===== config.mk =====
export PLATFORM = sky130hd
export DESIGN_NAME = wpf_regs
export DESIGN_NICKNAME = d
export VERILOG_FILES = /design/src/core/wpf_pkg.sv /design/src/core/wpf_ind_if.sv /design/src/core/wpf_indicator.sv /design/src/core/wpf_regs.sv /design/src/core/wpf_sync2.sv
export SDC_FILE = /design/constraint.sdc
export NUM_CORES = 1
export LEC_CHECK = 0
export BUFFER_PORTS_ARGS = -buffer_cell sky130_fd_sc_hd__buf_2
export CAP_MARGIN = 5
export CORE_UTILIZATION = 46
export DETAILED_ROUTE_END_ITERATION = 6
export PLACE_DENSITY_LB_ADDON = 0.15
export SYNTH_ARGS = -nofsm -noshare
export SYNTH_HDL_FRONTEND = slang
export SYNTH_SLANG_ARGS = --single-unit

===== constraint.sdc =====
create_clock -name clk_sys -period 1.8 [get_ports clk_sys]
set_clock_uncertainty 0.2 [all_clocks]
set_input_delay 0.18 -clock clk_sys [delete_from_list [all_inputs] [get_ports clk_sys]]
set_output_delay 0.18 -clock clk_sys [all_outputs]
set_load 0.01 [all_outputs]

===== src/core/wpf_pkg.sv =====
// Constants shared by the wake packet filter register bank
`default_nettype none
package wpf_pkg;
  // Register offsets
  localparam logic [15:0] CFG_ADDR = 16'h04A0;
  localparam logic [15:0] STS_ADDR = 16'h04A1;
  localparam logic [15:0] MAD1_ADDR = 16'h04A2;

  // Values after reset
  localparam logic [15:0] CFG_RESET = 16'h1081;
  localparam logic [15:0] STS_RESET = 16'h1000;
  localparam logic [15:0] MAD1_RESET = 16'h0000;
  localparam logic [15:0] RD_RESET = 16'h0000;

  // Config field positions
  localparam int CFG_CRC_GATE = 12;
  localparam int CFG_LVL_CLR = 11;
  localparam int CFG_PSEL_HI = 10;
  localparam int CFG_PSEL_LO = 9;
  localparam int CFG_STYLE = 8;
  localparam int CFG_DETECT = 7;
  localparam int CFG_MASK_FLAG = 6;
  localparam int CFG_SECURE = 5;
  localparam int CFG_IRQ_ON = 0;

  // Status field positions
  localparam int STS_ROUTE = 12;
  localparam int STS_SFD = 7;
  localparam int STS_CRC = 6;
  localparam int STS_PWD = 5;
  localparam int STS_SEEN = 0;

  // Sticky flag indices
  localparam int FLAG_SEEN = 0;
  localparam int FLAG_PWD = 1;
  localparam int FLAG_CRC = 2;
  localparam int FLAG_SFD = 3;
  localparam int FLAG_COUNT = 4;

  // Pulse lengths in reference clock cycles, and clock rates
  localparam int REF_CLK_MHZ = 125;
  localparam int SYS_CLK_MHZ = 100;
  localparam int PULSE_REF_CYC0 = 8;
  localparam int PULSE_REF_CYC1 = 16;
  localparam int PULSE_REF_CYC2 = 32;
  localparam int PULSE_REF_CYC3 = 64;

  // Least times: round up to whole system clock cycles
  localparam logic [6:0] PULSE_CYC0 = 7'((PULSE_REF_CYC0 * SYS_CLK_MHZ
    + REF_CLK_MHZ - 1) / REF_CLK_MHZ);
  localparam logic [6:0] PULSE_CYC1 = 7'((PULSE_REF_CYC1 * SYS_CLK_MHZ
    + REF_CLK_MHZ - 1) / REF_CLK_MHZ);
  localparam logic [6:0] PULSE_CYC2 = 7'((PULSE_REF_CYC2 * SYS_CLK_MHZ
    + REF_CLK_MHZ - 1) / REF_CLK_MHZ);
  localparam logic [6:0] PULSE_CYC3 = 7'((PULSE_REF_CYC3 * SYS_CLK_MHZ
    + REF_CLK_MHZ - 1) / REF_CLK_MHZ);
  localparam logic [6:0] PULSE_IDLE = 7'h00;
endpackage
`default_nettype wire


===== src/core/wpf_ind_if.sv =====
// Interface between the register bank and the wake indicator
`default_nettype none
interface wpf_ind_if;
  logic trigger;
  logic levelMode;
  logic [1:0] pulseSel;
  logic levelClear;
  logic wakePin;
  modport ctrl(output trigger, output levelMode, output pulseSel,
    output levelClear, input wakePin);
  modport ind(input trigger, input levelMode, input pulseSel,
    input levelClear, output wakePin);
endinterface
`default_nettype wire


===== src/core/wpf_indicator.sv =====
// Wake indication output: pulse or held level
`default_nettype none
module wpf_indicator (
  // Clock and reset
  input wire logic clk_sys,
  input wire logic reset_n,
  // Control from the register bank
  wpf_ind_if.ind ind
);
  logic [6:0] pulseCnt;
  logic [6:0] next_pulseCnt;
  logic level;
  logic next_level;
  logic pin;

  function automatic logic [6:0] pulseLen(input logic [1:0] sel);
    unique case (sel)
      2'h0: pulseLen = wpf_pkg::PULSE_CYC0;
      2'h1: pulseLen = wpf_pkg::PULSE_CYC1;
      2'h2: pulseLen = wpf_pkg::PULSE_CYC2;
      2'h3: pulseLen = wpf_pkg::PULSE_CYC3;
    endcase
  endfunction

  // A new event during a pulse is dropped, so each pulse has full length
  always_comb begin
    next_pulseCnt = pulseCnt;
    if (ind.trigger && !ind.levelMode &&
        pulseCnt == wpf_pkg::PULSE_IDLE) begin
      next_pulseCnt = pulseLen(ind.pulseSel);
    end else if (pulseCnt != wpf_pkg::PULSE_IDLE) begin
      next_pulseCnt = pulseCnt - 7'h01;
    end
  end

  // Set wins over a clear in the same cycle
  always_comb begin
    next_level = level;
    if (ind.trigger && ind.levelMode) begin
      next_level = 1'b1;
    end else if (ind.levelClear) begin
      next_level = 1'b0;
    end
  end

  always_ff @(posedge clk_sys) begin
    if (!reset_n) begin
      pulseCnt <= wpf_pkg::PULSE_IDLE;
      level <= 1'b0;
      pin <= 1'b0;
    end else begin
      pulseCnt <= next_pulseCnt;
      level <= next_level;
      pin <= ind.levelMode ? next_level :
        (next_pulseCnt != wpf_pkg::PULSE_IDLE);
    end
  end

  assign ind.wakePin = pin;
endmodule
`default_nettype wire


===== src/core/wpf_regs.sv =====
// Wake packet filter configuration and status register bank
`default_nettype none
module wpf_regs (
  // Clock and reset
  input wire logic clk_sys,
  input wire logic reset_n,
  // Register port from station management
  input wire logic [15:0] regAddr,
  input wire logic regWrEn,
  input wire logic regRdEn,
  input wire logic [15:0] regWrData,
  output logic [15:0] regRdData,
  output logic regRdValid,
  // Receive filter results, valid with rxFrameEnd
  input wire logic rxFrameEnd,
  input wire logic rxMagicMatch,
  input wire logic rxCrcBad,
  input wire logic rxSfdMissing,
  input wire logic rxPasswordBad,
  // Other interrupt source sharing the interrupt line, chosen by the status route bit
  input wire logic dataPolarityIrq,
  // Strap pin for the interrupt enable
  input wire logic strapIrqOn,
  // Outputs
  output logic wakeOut,
  output logic sharedIrq,
  output logic wakeDetectOn,
  output logic secureCheckOn,
  output logic bitMaskFlag,
  output logic [15:0] matchAddrData1
);
  logic crcGate;
  logic [1:0] pulseSel;
  logic levelMode;
  logic frameIrqOn;
  logic strapDone;
  logic strapSync;
  logic route;
  logic [wpf_pkg::FLAG_COUNT-1:0] flags;
  logic [wpf_pkg::FLAG_COUNT-1:0] flagSet;
  logic cfgWr;
  logic stsWr;
  logic madWr;
  logic stsRd;
  logic frameOk;
  logic crcBlock;
  logic pwdFail;
  logic wakeEvent;
  logic [15:0] rdWord;

  wpf_ind_if indBus();

  function automatic logic hit(input logic [15:0] addr,
      input logic [15:0] off);
    hit = (addr == off);
  endfunction

  assign cfgWr = regWrEn && hit(regAddr, wpf_pkg::CFG_ADDR);
  assign stsWr = regWrEn && hit(regAddr, wpf_pkg::STS_ADDR);
  assign madWr = regWrEn && hit(regAddr, wpf_pkg::MAD1_ADDR);
  assign stsRd = regRdEn && hit(regAddr, wpf_pkg::STS_ADDR);

  // Configuration fields
  always_ff @(posedge clk_sys) begin
    if (!reset_n) begin
      crcGate <= wpf_pkg::CFG_RESET[wpf_pkg::CFG_CRC_GATE];
      pulseSel <= wpf_pkg::CFG_RESET[wpf_pkg::CFG_PSEL_HI:
        wpf_pkg::CFG_PSEL_LO];
      levelMode <= wpf_pkg::CFG_RESET[wpf_pkg::CFG_STYLE];
      wakeDetectOn <= wpf_pkg::CFG_RESET[wpf_pkg::CFG_DETECT];
      bitMaskFlag <= wpf_pkg::CFG_RESET[wpf_pkg::CFG_MASK_FLAG];
      secureCheckOn <= wpf_pkg::CFG_RESET[wpf_pkg::CFG_SECURE];
    end else if (cfgWr) begin
      crcGate <= regWrData[wpf_pkg::CFG_CRC_GATE];
      pulseSel <= regWrData[wpf_pkg::CFG_PSEL_HI:
        wpf_pkg::CFG_PSEL_LO];
      levelMode <= regWrData[wpf_pkg::CFG_STYLE];
      wakeDetectOn <= regWrData[wpf_pkg::CFG_DETECT];
      bitMaskFlag <= regWrData[wpf_pkg::CFG_MASK_FLAG];
      secureCheckOn <= regWrData[wpf_pkg::CFG_SECURE];
    end
  end

  // Strap is caught once after release; an early write still wins
  wpf_sync2 strapSyncInst (
    .clk_sys(clk_sys),
    .din(strapIrqOn),
    .dout(strapSync)
  );

  always_ff @(posedge clk_sys) begin
    if (!reset_n) begin
      frameIrqOn <= wpf_pkg::CFG_RESET[wpf_pkg::CFG_IRQ_ON];
      strapDone <= 1'b0;
    end else begin
      strapDone <= 1'b1;
      if (cfgWr) begin
        frameIrqOn <= regWrData[wpf_pkg::CFG_IRQ_ON];
      end else if (!strapDone) begin
        frameIrqOn <= strapSync;
      end
    end
  end

  // Turning wake on overrides a same-cycle status write
  always_ff @(posedge clk_sys) begin
    if (!reset_n) begin
      route <= wpf_pkg::STS_RESET[wpf_pkg::STS_ROUTE];
    end else if (cfgWr && regWrData[wpf_pkg::CFG_DETECT]) begin
      route <= 1'b1;
    end else if (stsWr) begin
      route <= regWrData[wpf_pkg::STS_ROUTE];
    end
  end

  assign frameOk = rxFrameEnd && wakeDetectOn;
  assign crcBlock = crcGate && rxCrcBad;
  assign pwdFail = secureCheckOn && rxPasswordBad;
  assign wakeEvent = frameOk && rxMagicMatch && !crcBlock && !pwdFail;

  always_comb begin
    flagSet = '0;
    flagSet[wpf_pkg::FLAG_SEEN] = wakeEvent;
    flagSet[wpf_pkg::FLAG_PWD] = frameOk && rxMagicMatch && pwdFail &&
      !crcBlock;
    flagSet[wpf_pkg::FLAG_CRC] = frameOk && rxCrcBad;
    flagSet[wpf_pkg::FLAG_SFD] = frameOk && rxSfdMissing;
  end

  // Sticky flags, cleared by a status read; a new event wins the race
  for (genvar i = 0; i < wpf_pkg::FLAG_COUNT; i++) begin : gFlag
    always_ff @(posedge clk_sys) begin
      if (!reset_n) begin
        flags[i] <= 1'b0;
      end else if (flagSet[i]) begin
        flags[i] <= 1'b1;
      end else if (stsRd) begin
        flags[i] <= 1'b0;
      end
    end
  end

  // Shared interrupt line, one cycle per wake event; the polarity route copies dataPolarityIrq a cycle late
  always_ff @(posedge clk_sys) begin
    if (!reset_n) begin
      sharedIrq <= 1'b0;
    end else begin
      sharedIrq <= route ? (wakeEvent && frameIrqOn) :
        dataPolarityIrq;
    end
  end

  always_ff @(posedge clk_sys) begin
    if (!reset_n) begin
      matchAddrData1 <= wpf_pkg::MAD1_RESET;
    end else if (madWr) begin
      matchAddrData1 <= regWrData;
    end
  end

  // Reserved bits and the self-clearing bit read as zero
  always_comb begin
    rdWord = '0;
    if (hit(regAddr, wpf_pkg::CFG_ADDR)) begin
      rdWord[wpf_pkg::CFG_CRC_GATE] = crcGate;
      rdWord[wpf_pkg::CFG_PSEL_HI:wpf_pkg::CFG_PSEL_LO] = pulseSel;
      rdWord[wpf_pkg::CFG_STYLE] = levelMode;
      rdWord[wpf_pkg::CFG_DETECT] = wakeDetectOn;
      rdWord[wpf_pkg::CFG_MASK_FLAG] = bitMaskFlag;
      rdWord[wpf_pkg::CFG_SECURE] = secureCheckOn;
      rdWord[wpf_pkg::CFG_IRQ_ON] = frameIrqOn;
    end else if (hit(regAddr, wpf_pkg::STS_ADDR)) begin
      rdWord[wpf_pkg::STS_ROUTE] = route;
      rdWord[wpf_pkg::STS_SFD] = flags[wpf_pkg::FLAG_SFD];
      rdWord[wpf_pkg::STS_CRC] = flags[wpf_pkg::FLAG_CRC];
      rdWord[wpf_pkg::STS_PWD] = flags[wpf_pkg::FLAG_PWD];
      rdWord[wpf_pkg::STS_SEEN] = flags[wpf_pkg::FLAG_SEEN];
    end else if (hit(regAddr, wpf_pkg::MAD1_ADDR)) begin
      rdWord = matchAddrData1;
    end
  end

  // Read data holds until the next read
  always_ff @(posedge clk_sys) begin
    if (!reset_n) begin
      regRdData <= wpf_pkg::RD_RESET;
      regRdValid <= 1'b0;
    end else begin
      regRdValid <= regRdEn;
      if (regRdEn) begin
        regRdData <= rdWord;
      end
    end
  end

  assign indBus.trigger = wakeEvent;
  assign indBus.levelMode = levelMode;
  assign indBus.pulseSel = pulseSel;
  assign indBus.levelClear = cfgWr && regWrData[wpf_pkg::CFG_LVL_CLR];

  wpf_indicator indInst (
    .clk_sys(clk_sys),
    .reset_n(reset_n),
    .ind(indBus.ind)
  );

  assign wakeOut = indBus.wakePin;
endmodule
`default_nettype wire


===== src/core/wpf_sync2.sv =====
// Two flip-flop synchroniser for a pin level
`default_nettype none
module wpf_sync2 (
  // Clock
  input wire logic clk_sys,
  // Level in and out
  input wire logic din,
  output logic dout
);
  logic meta;

  // No reset: runs through reset so the level is settled at release
  always_ff @(posedge clk_sys) begin
    meta <= din;
    dout <= meta;
  end
endmodule
`default_nettype wire


Word level (Yosys, flattened, before mapping)
Cells that the tools add are included.
{ "word_totals": {"register_bits": 59, "inputBits": 43, "output_inout_bits": 38, "elab_cells": 91} }
{ "classes": {"addsub": 1, "eq_ne": 7, "muxes": 28, "bitwise": 1, "reduce_logical": 32} }
{ "ops": {"columns": ["operator", "count"], "rows": [
  ["$eq 16x11->1 const B", 3],
  ["$pmux 7 s4", 1],
  ["$logic_and 1x1->1", 20],
  ["$mux 1", 17],
  ["$mux 16", 1],
  ["$mux 7", 2],
  ["$reduce_bool 7->1", 2],
  ["$mux 4", 3],
  ["$mux 3", 3],
  ["$reduce_bool 2->1", 4],
  ["$logic_not 7->1", 1],
  ["$sub 7x1->7 const B", 1],
  ["$mux 6", 1],
  ["$eq 2x2->1 const B", 2],
  ["$logic_not 1->1", 3],
  ["$eq 2x1->1 const B", 1],
  ["$logic_not 2->1", 1],
  ["$ne 2x1->1 const B", 1],
  ["$reduce_or 2->1", 1],
  ["$not 1->1", 1]
]} }

Longest topological paths before layout
{ "logic_depth": {"depth_word": 9, "mapped_depth": 8, "depth_no_buf": 7} }

Modules after synthesis
From an unflattened synthesis, not the netlist that was laid out.
{ "unflattened": {"hier_cells": 321, "hier_area_um2": 2891.5} }
{ "modules_own_cells": {"columns": ["mod", "n_inst", "cells_per_inst", "area_per_inst_um2", "seq_area_each_um2"], "rows": [
  ["wpf_regs", 1, 231, 2115.8, 960.9],
  ["wpf_indicator", 1, 88, 735.7, 180.2],
  ["wpf_sync2", 1, 2, 40.0, 40.0]
]} }

Worst setup path before layout
Ideal clock, no wire load.
{ "synth_timing": {"path_kind": "register to register", "start": "reg indInst.pulseCnt[0]", "end": "reg indInst.pin (netlist: indInst.ind.wakePin)", "setup_time_ns": 0.147, "arrival_time_ns": 1.576, "required_time_ns": 1.453, "path_slack_ns": -0.123, "stages_incl_launch_ff": 9, "path_buffers": 1, "path_cell_list": "dfxtp_1 > inv_1 > ha_1 > nor2b_1 > and2_1 > buf_2 > o211ai_1 > a2111oi_0 > a41oi_1"} }
{ "synth_via": {"elab_chain_len": 5} }
{ "synth_rtl": {"columns": ["element", "line", "source"], "rows": [
  ["start: declaration", "wpf_indicator.sv:10", "logic [6:0] pulseCnt;"],
  ["start signal: assignment", "wpf_indicator.sv:48", "pulseCnt <= wpf_pkg::PULSE_IDLE;"],
  ["start signal: assignment", "wpf_indicator.sv:52", "pulseCnt <= next_pulseCnt;"],
  ["$sub 7x1->7 (tied with other cells)", "wpf_indicator.sv:32", "next_pulseCnt = pulseCnt - 7'h01;"],
  ["$mux 7 / $logic_and 1x1->1 (equally long branches)", "wpf_indicator.sv:31, wpf_indicator.sv:28", null],
  ["$mux 7 *", "wpf_indicator.sv:28", "if (ind.trigger && !ind.levelMode &&"],
  ["$reduce_bool 7->1 *", "wpf_indicator.sv:55", "(next_pulseCnt != wpf_pkg::PULSE_IDLE);"],
  ["$mux 1 *", "wpf_indicator.sv:54", "pin <= ind.levelMode ? next_level :"],
  ["end signal: assignment", "wpf_indicator.sv:54", null],
  ["end: declaration", "wpf_indicator.sv:14", "logic pin;"]
]} }
Mark *: on every way between the ends. The rest lies on a longest branch, timed or not.
A chain may end at the register's enable or synchronous reset.

Final worst setup path
{ "layout_timing": {"start": "reg indInst.pulseCnt[5]", "end": "reg indInst.pin (netlist: indInst.ind.wakePin)"} }
Same word-level chain as after synthesis.

==> out/metrics.csv <==
stage;metric;value;unit
clock_tree;cts.sink_count;59;
critical_path;cp.required;1.80;ns
layout;final_cells;518;
placed_design;routability_congestion;0.866;
critical_path;setup.reg_to_reg.worst_slack;0.008;ns
synth;postSynthNetCount;351;
critical_path;critical_path_peak_fanout;3;
min_path;hold_path_depth;4;
floorplan;dieArea;6000;um2
grt;antenna_found_initial;0;
synth;post_synth_instance_area;2620;um2
grt;overflow;0;
min_path;whs_endpoint;flags[2];
critical_path;data_arrival_time_of_the_critical_path;1.79;ns
placed_design;place_hpwl;5010;um
critical_path;reg2regPathDepth;5;
power;power_report.internal_total;2750;uW
synth;post-synth-top-area-cell;dfxtp_1;
clock_tree;root_buffer;clkbuf_8;
synth;async_reset_ff_share;0;%
sta;whs;0.0484;ns
grt;first_global_vias;2553;
layout;syn_to_final_growth;47.7;%
critical_path;path_cells;nor4_4 -> and2_1 -> o211ai_1 -> a2111oi_4 -> a41oi_2;
sta;slew_violations;0;
power;leakage;0.00168;uW
power;switching_share;30.5;%
sta;hold_viol;0;
clock_tree;insertion_delay_of_the_later_clocked_pin_in_the_worst_skew_pair;0.34;ns
clock_tree;tritoncts_clock_tree;built;
sta;rsz0062_at_grt;true;
floorplan;boundaryPins;81;
layout;fillers;452;
sta;tightestPinTransition;0.397;ns
synth;synthesis.instances;301;
power;vdd_drop_max;0.000635;V
layout;fraction_of_layout_instances_using_a_drive_strength_above_1;35.4;%
synth;synthDominantCellAreaShare;45.1;%
route;routed_wl;6980;um
layout;register_area;1180;um2
critical_path;rr_endpoint;indInst.ind.wakePin;
synth;synth_cell_types;46;
grt;grt_start_max_net_pins;17;
min_path;worst_hold_path_type;primary input to flop;
floorplan;floorplan.core_area;5510;um2
route;post-route-drc-count;0;
critical_path;worst-path-buf-inv;0;
clock_tree;cts_buffers;9;
clock_tree;htree_num_levels;3;
clock_tree;clock_tree.buffer_depth;2;
power;power.net_switching;1200;uW
route;routed_wire_length_per_instance;13.5;um
critical_path;setup.worst_path.start_class;flop;
grt;grt_use_total;25.3;%
sta;timing.slew.headroom;73.4;%
critical_path;crit_path_top_delay_cell;dfxtp_2;
run;maxCapViolCount;0;
synth;synth.yosys.seq_area_share;45.1;%
layout;antenna_cells_inserted;0;
route;firstDrtPassIters;4;
sta;fin_crit_sh;99.6;%
placed_design;numPlacedInstances;479;
grt;grt_pass1_wl;11700;um
clock_tree;clk_transition_reported_paths;0.06;ns
synth;yosysMostFrequentCell;dfxtp_1;
critical_path;timing.rr.start;indInst.pulseCnt[5];
synth;ys_dominant_reg_cell;dfxtp_1;
floorplan;starting_density_of_the_core;47.6;%
synth;synth_area_leaders;dfxtp_1, nand2_1, a21oi_1, nor2_1, ha_1;
power;power_frac_comb;32.2;%
route;detailed_router_s_first_iteration_violation_count;131;
synth;synth_area_per_cell;8.70;um2
layout;finalInstanceArea;3870;um2
critical_path;classification_of_the_worst_setup_path;flop to flop;
route;viasPerCell;5.11;
placed_design;dpl-instance-area;3400;um2
floorplan;die_width;77.5;um
sta;max_freq;558;MHz
power;power_per_cell_area;1020;nW/um2
outcome;status;completed;
sta;final-setup-viol-count;0;
sta;layout_min_cycle_time;1.79;ns
route;routed-via-count;2645;
floorplan;die_h;77.5;um
critical_path;endpoint_class_of_the_critical_path;flop;
synth;yosysWarnings;0;
floorplan;rows;27;
route;number_of_nets_with_antenna_violations_after_routing;0;
synth;netlist_top_cells_count;dfxtp_1, nand2_1, nor2_1;
synth;ys_seq_elements;59;
min_path;min-delay-start;rxCrcBad;
placed_design;io_buffer_count;80;
synth;synth-edff-count;0;
power;total_power;3950;uW
power;clock_power_share;30.3;%
layout;final_util;70.2;%
layout;total_area_of_multi_input_combinational_cells;1390;um2
power;seq_power_share;37.4;%
critical_path;critical_path.max_stage_delay;0.33;ns
critical_path;worst_path_dominant_cell_family;compound AO/OA/AOI/OAI gates;
layout;final_net_count;491;
-- worst max path at each step --
stage | from | end | slack [ns] | cells past startpoint
finish | indInst.pulseCnt[5] | indInst.ind.wakePin | 0.008 | 5
global route | indInst.pulseCnt[1] | indInst.ind.wakePin | -0.08 | 8
CTS | indInst.pulseCnt[1] | indInst.ind.wakePin | 0.000004 | 7
detailed placement | regAddr[15] | regRdData[12] | -0.13 | 6
global placement | regAddr[13] | indInst.ind.wakePin | -0.09 | 6
floorplan | indInst.pulseCnt[0] | indInst.ind.wakePin | -0.04 | 8
-- state kept, by name, indices dropped and copies added (netlist names) --
name	cells
wakeDetectOn	1
crcGate	1
secureCheckOn	1
strapSyncInst.dout	1
indBus.levelMode	1
indInst.level	1
regRdValid	1
bitMaskFlag	1
matchAddrData1	16
indInst.ind.wakePin	1
indBus.pulseSel	2
strapDone	1
flags	4
sharedIrq	1
strapSyncInst.meta	1
regRdData	16
frameIrqOn	1
route	1
indInst.pulseCnt	7
-- cell families after synthesis --
family / count (synthesis) / synth area share, %
buf+inv: 29 / 4.44
fa+ha+maj: 7 / 3.34
mux: 10 / 3.92
xor+xnor: 1 / 0.335
compound gates: 72 / 18.0
flops: 59 / 45.1
simple gates: 123 / 24.9
-- power by group through the flow --
stage | clock network (uW) | registers [uW] | logic [uW]
3_5_place_dp | 0 | 1510 | 1050
3_3_place_gp | 0 | 1510 | 1050
4_1_cts | 1210 | 1480 | 1210
6_report | 1200 | 1480 | 1270
5_1_grt | 1270 | 1490 | 1400
2_1_floorplan | 0 | 1520 | 630
-- per-layer routing --
layer	global-route usage [%]	part of all wire [%]	up-vias	wire length, um
li1	-	-	1351	-
met4	12.5	1.7	0	121
met5	0	0	-	0
met3	4.59	4.7	9	329
met2	42.0	50	65	3460
met1	31.3	44	1220	3070
-- what timing repair did --
item | in CTS | in global routing
resized for setup | 7 | 1
pin swaps | 3 | 1
hold buffers | 22 | 0
hold endpoints to repair | 34 | 0
setup endpoints to repair | 1 | 3
setup buffers | 1 | 0
-- per-stage QoR --
step	setup WS, ns	setup TNS [ns]
after global placement	-0.0883	-1.44
after floorplan	-0.0408	-0.0408
final	0.00773	0
after CTS	0.00000422	0
after detailed placement	-0.129	-1.85
after global routing	-0.0829	-0.159
-- worst reg2reg max path, stage by stage, from the launching register on --
cell and delay, ns:
dfxtp_2 0.33, nor4_4 0.33, and2_1 0.19, o211ai_1 0.12, a2111oi_4 0.33, a41oi_2 0.14
-- layout make-up --
cell class                      count  share of cell area [%]
Inverter                           16                    1.55
Multi-Input combinational cell    213                    36.0
Timing Repair Buffer              142                    24.5
Clock buffer                       12                    3.75
Tap cell                           72                    2.33
Clock inverter                      4                    1.29
Sequential cell                    59                    30.6
-- cells in the final DEF, fill, tap and decap left out, types with 5 or more instances in the layout --
cell type      instances
a21oi_1               30
ha_1                   6
dfxtp_1               57
o221ai_1               5
clkbuf_8              10
buf_2                 80
nor3_1                 7
and3_1                 5
mux2i_1                8
inv_1                 13
buf_4                 38
nor2_1                34
o22ai_1                5
nand3_1                6
dlygate4sd3_1         22
a22oi_1                9
nand2_1               48
(Power assumes the default switching activity.)
